--- config.mk ---
export PLATFORM = sky130hd
export DESIGN_NAME = vpw_symbol_timing_link
export DESIGN_NICKNAME = d
export VERILOG_FILES = /design/src/verilog/placeholder_unused.sv /design/src/verilog/vpw_pkg.sv /design/src/verilog/vpw_symbol_timing_link.sv
export SDC_FILE = /design/constraint.sdc
export NUM_CORES = 1
export LEC_CHECK = 0
export ABC_AREA = 1
export BUFFER_PORTS_ARGS = -buffer_cell sky130_fd_sc_hd__buf_2
export CAP_MARGIN = 30
export CORE_UTILIZATION = 40
export DETAILED_ROUTE_END_ITERATION = 16
export SYNTH_ARGS = -nofsm -noshare
export SYNTH_HDL_FRONTEND = slang
export SYNTH_SLANG_ARGS = --single-unit
--- constraint.sdc ---
create_clock -name clk -period 4.85 [get_ports clk]
set_clock_uncertainty 0.1 [all_clocks]
set_input_delay 0.485 -clock clk [delete_from_list [all_inputs] [get_ports clk]]
set_output_delay 0.485 -clock clk [all_outputs]
set_load 0.005 [all_outputs]
--- src/verilog/placeholder_unused.sv ---
`timescale 1ns/1ps

--- src/verilog/vpw_pkg.sv ---
//
// Contract
// - Passive bus of nominally 280 us after data ends the frame as end-of-frame.
// - End-of-frame flag is raised once a full end-of-frame passive period is received.
// - Interframe separation adds 20 us, giving 300 us passive since the last edge.
// - After end-of-frame, wait out interframe separation before driving start-of-frame.
// - A rising edge during that wait resynchronises timing and counts as start-of-frame.
// - The block never drives a break symbol onto the bus.
// - A break seen while transmitting is a transmit error and releases the bus at once.
// - A break seen while receiving sets the invalid-symbol flag and drops the frame; bytes of it already completed stay in the receive FIFO.
// - A break while receiving also clears the fast receive mode enable.
// - Passive bus beyond 300 us is idle; transmission may start at once.
// - A bit is the bus level plus the time between transitions; levels alternate.
// - Every data byte, check byte included, starts with a passive bit.
// - Logic zero is 64 us passive or 128 us active.
// - Logic one is 128 us passive or 64 us active.
// - Break is an active period of at least 240 us.
// - Start-of-frame is an active period of nominally 200 us.
// - End-of-data is a passive period of nominally 200 us.
// - Without a response byte, 80 us more passive turns end-of-data into end-of-frame.
// - The normalisation bit is timed like a data bit and only precedes response bytes.
// - End-of-data, end-of-frame, separation and idle are measured, never driven.
// - Receive classification resolves to one tick; adjacent windows differ by one tick.
// - Receive windows leave no gaps between neighbouring symbols.
// - A waiting node seeing a rising edge after valid end-of-frame starts sending at once.
package vpw_pkg;
  localparam int CLK_PERIOD_NS = 10;
  localparam int MUX_TICK_NS = 1000;
  localparam int TICK_CYC = (MUX_TICK_NS + CLK_PERIOD_NS - 1) / CLK_PERIOD_NS;
  localparam int FAST_DIV = 4;
  localparam int DIV_W = 8;
  localparam int DUR_W = 9;
  localparam logic [DUR_W-1:0] DUR_MAX = 9'h1FF;
  localparam logic [DUR_W-1:0] BIT_SHORT_US = 9'h040;
  localparam logic [DUR_W-1:0] BIT_LONG_US = 9'h080;
  localparam logic [DUR_W-1:0] SOF_US = 9'h0C8;
  localparam logic [DUR_W-1:0] EOD_US = 9'h0C8;
  localparam logic [DUR_W-1:0] EOD_EXT_US = 9'h050;
  localparam logic [DUR_W-1:0] EOF_US = EOD_US + EOD_EXT_US;
  localparam logic [DUR_W-1:0] IFS_US = 9'h014;
  localparam logic [DUR_W-1:0] IFS_END_US = EOF_US + IFS_US;
  localparam logic [DUR_W-1:0] BREAK_US = 9'h0F0;
  localparam logic [DUR_W-1:0] WIN_MIN_US = 9'h022;
  localparam logic [DUR_W-1:0] WIN_SHORT_MAX = 9'h060;
  localparam logic [DUR_W-1:0] EOD_MIN_US = 9'h0A4;
  localparam logic [DUR_W-1:0] WIN_LONG_MAX = EOD_MIN_US - 9'h001;
  localparam logic [DUR_W-1:0] WIN_SYM_MAX = BREAK_US - 9'h001;

  typedef enum logic [1:0] {SEG_BAD, SEG_SHORT, SEG_LONG, SEG_SYM} vpw_seg_e;
  typedef enum logic [1:0] {RX_WAIT, RX_SOF, RX_FRAME, RX_EOD} vpw_rx_e;
  typedef enum logic [1:0] {TX_OFF, TX_SOF, TX_BITS} vpw_tx_e;

  // Segment length class; each upper bound is one tick below the next lower bound
  function automatic vpw_seg_e vpw_classify(input logic [DUR_W-1:0] d);
    if (d < WIN_MIN_US) return SEG_BAD;
    else if (d <= WIN_SHORT_MAX) return SEG_SHORT;
    else if (d <= WIN_LONG_MAX) return SEG_LONG;
    else if (d <= WIN_SYM_MAX) return SEG_SYM;
    else return SEG_BAD;
  endfunction

  // Bit length from level and value: passive zero and active one are short
  function automatic logic [DUR_W-1:0] vpw_bit_us(input logic active, input logic bit_val);
    return (active ^ bit_val) ? BIT_LONG_US : BIT_SHORT_US;
  endfunction
endpackage

--- src/verilog/vpw_symbol_timing_link.sv ---
`timescale 1ns/1ps

// ----------------------------------------
// Receive byte buffer
// ----------------------------------------
module vpw_fifo #(
  parameter int W = 8,
  parameter int DEPTH = 8
) (
  input wire logic clk,
  input wire logic reset,
  input wire logic in_valid,
  input wire logic [W-1:0] in_data,
  output logic in_ready,
  output logic out_valid,
  output logic [W-1:0] out_data,
  input wire logic out_ready
);
  localparam int AW = $clog2(DEPTH);

  if (DEPTH < 2 || (1 << AW) != DEPTH) begin : g_chk
    $error("vpw_fifo depth must be a power of two of at least 2");
  end

  logic [W-1:0] mem_q [DEPTH];
  logic [AW:0] wr_q;
  logic [AW:0] rd_q;
  logic full;
  logic empty;

  assign full = (wr_q[AW] != rd_q[AW]) && (wr_q[AW-1:0] == rd_q[AW-1:0]);
  assign empty = (wr_q == rd_q);
  assign in_ready = !full;
  assign out_valid = !empty;
  assign out_data = mem_q[rd_q[AW-1:0]];

  always_ff @(posedge clk) begin
    if (in_valid && !full) begin
      mem_q[wr_q[AW-1:0]] <= in_data;
    end
  end

  always_ff @(posedge clk) begin
    if (reset) begin
      wr_q <= '0;
    end else if (in_valid && !full) begin
      wr_q <= wr_q + 1'b1;
    end
  end

  always_ff @(posedge clk) begin
    if (reset) begin
      rd_q <= '0;
    end else if (out_ready && !empty) begin
      rd_q <= rd_q + 1'b1;
    end
  end
endmodule

// ----------------------------------------
// Symbol timing link
// ----------------------------------------
module vpw_symbol_timing_link
  import vpw_pkg::*;
#(
  parameter int FIFO_DEPTH = 8
) (
  input wire logic clk,
  input wire logic reset,
  input wire logic line_receive_input,
  output logic line_transmit_output,
  input wire logic [7:0] tx_byte,
  input wire logic tx_valid,
  output logic tx_ready,
  output logic [7:0] rx_byte,
  output logic rx_valid,
  input wire logic rx_ready,
  input wire logic fast_mode_set,
  input wire logic fast_mode_clear,
  output logic fast_receive_mode_enable,
  input wire logic invalid_clear,
  output logic invalid_symbol_flag,
  output logic eof_flag,
  output logic tx_error,
  output logic frame_abort,
  output logic rx_overrun,
  output logic bus_idle
);
  if (TICK_CYC < FAST_DIV || TICK_CYC % FAST_DIV != 0 || TICK_CYC > 255) begin : g_chk
    $error("tick divider does not fit the clock rate");
  end

  // ----------------------------------------
  // Line input synchroniser
  // ----------------------------------------
  logic [2:0] sync_q;
  logic lvl_q;
  logic lvl_chg;
  logic rise;
  logic fall;

  always_ff @(posedge clk) begin
    if (reset) begin
      sync_q <= 3'h0;
      lvl_q <= 1'b0;
    end else begin
      sync_q <= {sync_q[1:0], line_receive_input};
      if (sync_q[2] == sync_q[1]) begin
        lvl_q <= sync_q[2];
      end
    end
  end

  assign lvl_chg = (sync_q[2] == sync_q[1]) && (sync_q[2] != lvl_q);
  assign rise = lvl_chg && sync_q[2];
  assign fall = lvl_chg && !sync_q[2];

  // ----------------------------------------
  // Multiplex tick divider
  // ----------------------------------------
  vpw_tx_e tx_st_q;
  logic tx_start;
  logic [DIV_W-1:0] div_q;
  logic [DIV_W-1:0] div_max;
  logic tick;

  assign div_max = fast_receive_mode_enable ? DIV_W'(TICK_CYC / FAST_DIV - 1) : DIV_W'(TICK_CYC - 1);
  assign tick = (div_q >= div_max);

  // Realigned to each bus edge while not sending, and at a start so the first symbol is whole
  always_ff @(posedge clk) begin
    if (reset || tx_start || (lvl_chg && tx_st_q == TX_OFF)) begin
      div_q <= '0;
    end else if (tick) begin
      div_q <= '0;
    end else begin
      div_q <= div_q + 1'b1;
    end
  end

  // ----------------------------------------
  // Segment duration measurement
  // ----------------------------------------
  logic [DUR_W-1:0] dur_q;
  logic [DUR_W-1:0] dur_nx;
  logic step;
  logic eod_hit;
  logic eof_hit;
  logic brk_hit;
  logic eof_seen;
  vpw_seg_e seg;
  logic bit_now;

  assign dur_nx = dur_q + 9'h001;
  assign step = tick && (dur_q != DUR_MAX);

  always_ff @(posedge clk) begin
    if (reset || lvl_chg) begin
      dur_q <= '0;
    end else if (step) begin
      dur_q <= dur_nx;
    end
  end

  assign eod_hit = step && !lvl_q && (dur_nx == EOD_MIN_US);
  assign eof_hit = step && !lvl_q && (dur_nx == EOF_US);
  assign brk_hit = step && lvl_q && (dur_nx == BREAK_US);
  assign eof_seen = !lvl_q && (dur_q >= EOF_US);
  assign bus_idle = !lvl_q && (dur_q > IFS_END_US);
  assign seg = vpw_classify(dur_q);
  assign bit_now = lvl_q ^ (seg == SEG_LONG);

  // ----------------------------------------
  // Receive framing
  // ----------------------------------------
  vpw_rx_e rx_st_q;
  logic nb_q;
  logic [2:0] rx_cnt_q;
  logic [7:0] rx_sh_q;
  logic push_q;
  logic [7:0] push_data_q;
  logic bad_q;
  logic brk_rx;
  logic fifo_ready;

  assign brk_rx = brk_hit && (rx_st_q == RX_FRAME || rx_st_q == RX_EOD);

  always_ff @(posedge clk) begin
    if (reset) begin
      rx_st_q <= RX_WAIT;
      nb_q <= 1'b0;
      rx_cnt_q <= 3'h0;
      rx_sh_q <= 8'h00;
      push_q <= 1'b0;
      push_data_q <= 8'h00;
      bad_q <= 1'b0;
      eof_flag <= 1'b0;
      frame_abort <= 1'b0;
    end else begin
      push_q <= 1'b0;
      bad_q <= 1'b0;
      eof_flag <= 1'b0;
      frame_abort <= 1'b0;
      if (brk_hit) begin
        if (brk_rx) begin
          bad_q <= 1'b1;
          frame_abort <= 1'b1;
        end
        rx_st_q <= RX_WAIT;
      end else begin
        unique case (rx_st_q)
          RX_WAIT: begin
            if (rise) begin
              rx_st_q <= RX_SOF;
            end
          end
          RX_SOF: begin
            if (fall) begin
              if (seg == SEG_SYM) begin
                rx_st_q <= RX_FRAME;
                rx_cnt_q <= 3'h0;
                nb_q <= 1'b0;
              end else begin
                rx_st_q <= RX_WAIT;
              end
            end
          end
          RX_FRAME: begin
            if (lvl_chg) begin
              if (seg == SEG_SHORT || seg == SEG_LONG) begin
                if (nb_q) begin
                  nb_q <= 1'b0;
                end else begin
                  rx_sh_q <= {rx_sh_q[6:0], bit_now};
                  rx_cnt_q <= rx_cnt_q + 3'h1;
                  if (rx_cnt_q == 3'h7) begin
                    push_q <= 1'b1;
                    push_data_q <= {rx_sh_q[6:0], bit_now};
                  end
                end
              end else begin
                bad_q <= 1'b1;
                frame_abort <= 1'b1;
                rx_st_q <= RX_WAIT;
              end
            end else if (eod_hit) begin
              if (rx_cnt_q != 3'h0 || nb_q) begin
                bad_q <= 1'b1;
                frame_abort <= 1'b1;
                rx_st_q <= RX_WAIT;
              end else begin
                rx_st_q <= RX_EOD;
              end
            end
          end
          RX_EOD: begin
            if (rise) begin
              rx_st_q <= RX_FRAME;
              rx_cnt_q <= 3'h0;
              nb_q <= 1'b1;
            end else if (eof_hit) begin
              eof_flag <= 1'b1;
              rx_st_q <= RX_WAIT;
            end
          end
        endcase
      end
    end
  end

  always_ff @(posedge clk) begin
    if (reset) begin
      invalid_symbol_flag <= 1'b0;
    end else if (bad_q) begin
      invalid_symbol_flag <= 1'b1;
    end else if (invalid_clear) begin
      invalid_symbol_flag <= 1'b0;
    end
  end

  always_ff @(posedge clk) begin
    if (reset) begin
      fast_receive_mode_enable <= 1'b0;
    end else if (brk_rx) begin
      fast_receive_mode_enable <= 1'b0;
    end else if (fast_mode_set) begin
      fast_receive_mode_enable <= 1'b1;
    end else if (fast_mode_clear) begin
      fast_receive_mode_enable <= 1'b0;
    end
  end

  always_ff @(posedge clk) begin
    if (reset) begin
      rx_overrun <= 1'b0;
    end else begin
      rx_overrun <= push_q && !fifo_ready;
    end
  end

  vpw_fifo #(.W(8), .DEPTH(FIFO_DEPTH)) u_rx_fifo (
    .clk(clk),
    .reset(reset),
    .in_valid(push_q),
    .in_data(push_data_q),
    .in_ready(fifo_ready),
    .out_valid(rx_valid),
    .out_data(rx_byte),
    .out_ready(rx_ready)
  );

  // ----------------------------------------
  // Transmit symbol generator
  // ----------------------------------------
  logic [7:0] hold_q;
  logic hold_vld_q;
  logic [DUR_W-1:0] tx_cnt_q;
  logic [DUR_W-1:0] tx_len_q;
  logic [7:0] tx_sh_q;
  logic [2:0] bits_left_q;
  logic tx_abort;
  logic sym_end;
  logic hold_take;

  assign tx_ready = !hold_vld_q;
  assign tx_abort = (tx_st_q != TX_OFF) && brk_hit;
  assign tx_start = (tx_st_q == TX_OFF) && hold_vld_q && (bus_idle || (rise && eof_seen));
  assign sym_end = (tx_st_q != TX_OFF) && tick && ((tx_cnt_q + 9'h001) == tx_len_q);
  assign hold_take = sym_end && !tx_abort && (bits_left_q == 3'h0) && hold_vld_q;

  always_ff @(posedge clk) begin
    if (reset) begin
      hold_q <= 8'h00;
      hold_vld_q <= 1'b0;
    end else if (tx_valid && tx_ready) begin
      hold_q <= tx_byte;
      hold_vld_q <= 1'b1;
    end else if (hold_take || tx_abort) begin
      hold_vld_q <= 1'b0;
    end
  end

  always_ff @(posedge clk) begin
    if (reset) begin
      tx_st_q <= TX_OFF;
      line_transmit_output <= 1'b0;
      tx_cnt_q <= '0;
      tx_len_q <= '0;
      tx_sh_q <= 8'h00;
      bits_left_q <= 3'h0;
      tx_error <= 1'b0;
    end else begin
      tx_error <= 1'b0;
      if (tx_abort) begin
        tx_st_q <= TX_OFF;
        line_transmit_output <= 1'b0;
        tx_error <= 1'b1;
      end else if (tx_start) begin
        tx_st_q <= TX_SOF;
        line_transmit_output <= 1'b1;
        tx_cnt_q <= '0;
        tx_len_q <= SOF_US;
        bits_left_q <= 3'h0;
      end else if (sym_end) begin
        tx_cnt_q <= '0;
        if (bits_left_q != 3'h0) begin
          line_transmit_output <= !line_transmit_output;
          tx_len_q <= vpw_bit_us(!line_transmit_output, tx_sh_q[7]);
          tx_sh_q <= {tx_sh_q[6:0], 1'b0};
          bits_left_q <= bits_left_q - 3'h1;
          tx_st_q <= TX_BITS;
        end else if (hold_vld_q) begin
          line_transmit_output <= !line_transmit_output;
          tx_len_q <= vpw_bit_us(!line_transmit_output, hold_q[7]);
          tx_sh_q <= {hold_q[6:0], 1'b0};
          bits_left_q <= 3'h7;
          tx_st_q <= TX_BITS;
        end else begin
          line_transmit_output <= 1'b0;
          tx_st_q <= TX_OFF;
        end
      end else if (tick && tx_st_q != TX_OFF) begin
        tx_cnt_q <= tx_cnt_q + 9'h001;
      end
    end
  end

  // ----------------------------------------
  // Checks
  // ----------------------------------------
  logic [DUR_W-1:0] tx_run_q;

  always_ff @(posedge clk) begin
    if (reset || !line_transmit_output) begin
      tx_run_q <= '0;
    end else if (tick && tx_run_q != DUR_MAX) begin
      tx_run_q <= tx_run_q + 9'h001;
    end
  end

  eof_timing_a: assert property (@(posedge clk) disable iff (reset) eof_flag |-> (!lvl_q && dur_q == EOF_US))
    else $error("end-of-frame flag without full passive period");
  no_break_drive_a: assert property (@(posedge clk) disable iff (reset) tx_run_q < BREAK_US)
    else $error("transmitter drove an active period of break length");
  break_tx_stop_a: assert property (@(posedge clk) disable iff (reset)
    (brk_hit && tx_st_q != TX_OFF) |=> (!line_transmit_output && tx_error && tx_st_q == TX_OFF))
    else $error("transmitter kept driving after a break");
  break_rx_flag_a: assert property (@(posedge clk) disable iff (reset)
    brk_rx |=> frame_abort ##1 invalid_symbol_flag)
    else $error("break during reception not flagged");
  break_fast_a: assert property (@(posedge clk) disable iff (reset) brk_rx |=> !fast_receive_mode_enable)
    else $error("fast receive mode survived a break");
  idle_start_a: assert property (@(posedge clk) disable iff (reset)
    (tx_st_q == TX_OFF && hold_vld_q && bus_idle) |=> (tx_st_q == TX_SOF && line_transmit_output))
    else $error("no start on idle bus");
  edge_start_a: assert property (@(posedge clk) disable iff (reset)
    (tx_st_q == TX_OFF && hold_vld_q && rise && eof_seen) |=> tx_st_q == TX_SOF)
    else $error("no start on rising edge after end-of-frame");
  first_passive_a: assert property (@(posedge clk) disable iff (reset)
    ($past(tx_st_q) == TX_SOF && tx_st_q == TX_BITS) |-> !line_transmit_output)
    else $error("first data bit not passive");
  passive_only_a: assert property (@(posedge clk) disable iff (reset) (tx_st_q == TX_OFF) |-> !line_transmit_output)
    else $error("line driven while no frame is sent");
  window_edge_a: assert property (@(posedge clk) disable iff (reset)
    (lvl_chg && dur_q == WIN_SHORT_MAX) |-> (seg == SEG_SHORT && vpw_classify(dur_nx) == SEG_LONG))
    else $error("adjacent windows not one tick apart");
endmodule

==> impl_metrics.json <==
{
  "p_leak_nw": 3.29,
  "clock-sinks": 158,
  "critPathKind": "reg2out",
  "cap_violations": 0,
  "pre_cts_slack_ps": 1980,
  "antenna_found_initial": 0,
  "synth.most_common_cell": "nor2_1",
  "wl_per_cell_um": 13.1,
  "synthCells": 902,
  "power_density_mw_per_mm2": 354,
  "synth_mux_area_frac": 0.00302,
  "start_util": 0.411,
  "yosys-top-cells-area": "edfxtp_1 26%, dfxtp_1 25%, nor2_1 8.6%, nand2_1 8.2%, o21ai_0 5.1%",
  "syn_avg_cell_area_um2": 8.27,
  "cts_buffers": 17,
  "synth_simple_gate_area_share": 0.259,
  "rsz0062_at_grt": "false",
  "ys_warn_count": 0,
  "async_flop_share": 0,
  "clkTransAtPathRegs_ps": 60,
  "cts_post_setup_buffers_inserted": 0,
  "max_freq_mhz": 338,
  "drive_gt1_frac": 0.129,
  "antenna_cells": 0,
  "cts_buffer_depth": 2,
  "hold_path.class": "in2reg",
  "gp_congestion": 0.905,
  "viasPerCell": 4.90,
  "violations": "DRC",
  "clock_latency_ps": 420,
  "post_dp_cell_area_mm2": 0.00782,
  "synth_compound_area_frac": 0.118,
  "die_w_um": 139,
  "wirelength_mm": 15.4,
  "min_period_ps": 2960,
  "synth_fa_ha_area_frac": 0.0369,
  "dr.pass1.iters": 11,
  "grt_remaining_overflow": 0,
  "cts_resized": 0,
  "final_nets": 972,
  "drt_drc_violations_left": 2,
  "worst_pin_slew_ps": 913,
  "slew_viol_final": 0,
  "grtUsageTotal": 0.170,
  "synth-seq-area-share": 0.510,
  "synthTopCellsByCount": "171 x nor2_1, 163 x nand2_1, 94 x dfxtp_1",
  "area_growth_pct": 12.6,
  "vdd_ir_drop_max_uv": 257,
  "synth_xor_area_frac": 0.00822,
  "portBuffers": 33,
  "status": "finished, violations left",
  "synth_area_mm2": 0.00746,
  "relSlewSlack": 0.389,
  "setup_viol": 0,
  "ctsHoldBuffers": 0,
  "synth_top_family_by_area": "simple AND/OR/NAND/NOR gates",
  "pin_count": 34,
  "synth-edff-count": 64,
  "ys.flop_type": "dfxtp_1",
  "worstPathArrival_ps": 2370,
  "fill_cells": 1760,
  "clockRootBuffer": "clkbuf_16",
  "chipHeight_um": 139,
  "grt_max_degree": 34,
  "core_mm2": 0.0181,
  "tns_ps": 0,
  "cts_htree_levels": 4,
  "cp-start-kind": "flip-flop",
  "yosysTopAreaCell": "edfxtp_1",
  "cts_tree": "yes",
  "num_vias": 5760,
  "synth_top_area_frac": 0.258,
  "cp_max_fo": 33,
  "grt_pass1_wl_mm": 26.2,
  "final_area_mm2": 0.00840,
  "ys_types": 42,
  "critPathCaptureType": "primary output",
  "fin_crit_sh": 0.610,
  "dieArea_mm2": 0.0192,
  "synth_nets": 940,
  "grt_pass1_vias": 5329,
  "finalHoldViolCount": 0,
  "postLayoutSetupSlackWorst_ps": 1890,
  "worstPathRequired_ps": 4260,
  "drt_iter0_markers": 300,
  "ys_ff_latch": 158,
  "ant_nets": 0,
  "std_cell_rows": 49,
  "dp_hpwl_mm": 10.4,
  "ff2ff_setup_slack_ps": 1960
}
==> per-stage QoR <==
step	hold slack [ps]	utilization	power, mW	std cells
final	159	0.463	2.97	1176
after global routing	148	0.463	3.10	1176
after CTS	145	0.463	3.00	1176
after detailed placement	299	0.431	1.69	1144
after global placement	289	0.431	1.69	1143
after floorplan	288	-	1.62	902
==> worst paths after layout <==
kind | start | to | cells past startpoint
max | flip-flop | rx_byte[4] | 7
min | line_receive_input | sync_q[0] | 3
max reg2reg | dur_q[1] | tx_sh_q[3] | 17
min reg2reg | sync_q[0] | sync_q[1] | 2
==> layer usage <==
| layer | wire length (µm) | global-route usage | share of wire |
|---|---|---|---|
| met5 | 0 | 0 | 0 |
| met4 | 140 | 0.0479 | 0.0091 |
| met3 | 642 | 0.0421 | 0.042 |
| met2 | 7110 | 0.278 | 0.46 |
| met1 | 7520 | 0.225 | 0.49 |
==> logic make-up after synthesis <==
kind of cell             Yosys count
multiplexers                       2
AND/OR/NAND/NOR                  432
XOR/XNOR                           7
adder cells (fa/ha/maj)           22
flip-flops                       158
buffers and inverters            121
AO/OA/AOI/OAI                    160
==> critical path, stage by stage, from the launching register on <==
cell and delay (ps):
dfxtp_1 300, buf_4 230, inv_1 680, o21ai_0 170
o22ai_1 160, nor2_1 50, a31oi_1 210, buf_2 150
==> final cells by class <==
| type | instances | area, µm² | share of cell area |
|---|---|---|---|
| clock buffers | 18 | 450 | 0.0536 |
| well taps | 229 | 287 | 0.0341 |
| clock inverters | 14 | 129 | 0.0153 |
| flip-flops and latches | 158 | 3800 | 0.453 |
| repair buffers | 37 | 195 | 0.0232 |
| multi-input cells | 623 | 3170 | 0.377 |
| inverters | 97 | 367 | 0.0436 |
==> state kept, by name, summed over array words and instances (netlist names), 2 cells and up, named ones only <==
| name | cells |
|---|---|
| u_rx_fifo.rd_q | 4 |
| tx_cnt_q | 9 |
| tx_st_q | 2 |
| hold_q | 8 |
| dur_q | 9 |
| div_q | 8 |
| sync_q | 3 |
| tx_len_q | 3 |
| bits_left_q | 3 |
| rx_st_q | 2 |
| u_rx_fifo.wr_q | 4 |
| u_rx_fifo.mem_q | 64 |
| push_data_q | 8 |
| rx_cnt_q | 3 |
| rx_sh_q | 7 |
| tx_sh_q | 7 |
==> where the power goes <==
part	internal (mW)	switching, mW	total [mW]
Sequential	1.40	0.0287	1.42
Combinational	0.0818	0.153	0.235
Clock	0.746	0.569	1.32
==> placed cells by master (no fill, tap or decap), drive strengths merged <==
cell type / instances
bufinv: 1
nor4: 1
nand2: 173
mux2: 2
o21ai: 80
xor2: 7
edfxtp: 64
a31oi: 9
and3: 1
nor3: 10
nor3b: 2
nor4b: 1
clkinv: 7
ha: 22
nand3b: 2
inv: 103
or2: 3
buf: 37
a21oi: 54
nand4: 5
a211oi: 5
o21bai: 1
nor2: 179
o22ai: 9
o211ai: 2
nand3: 55
clkbuf: 18
dfxtp: 94
No activity file was read; power rests on OpenSTA's default activity.
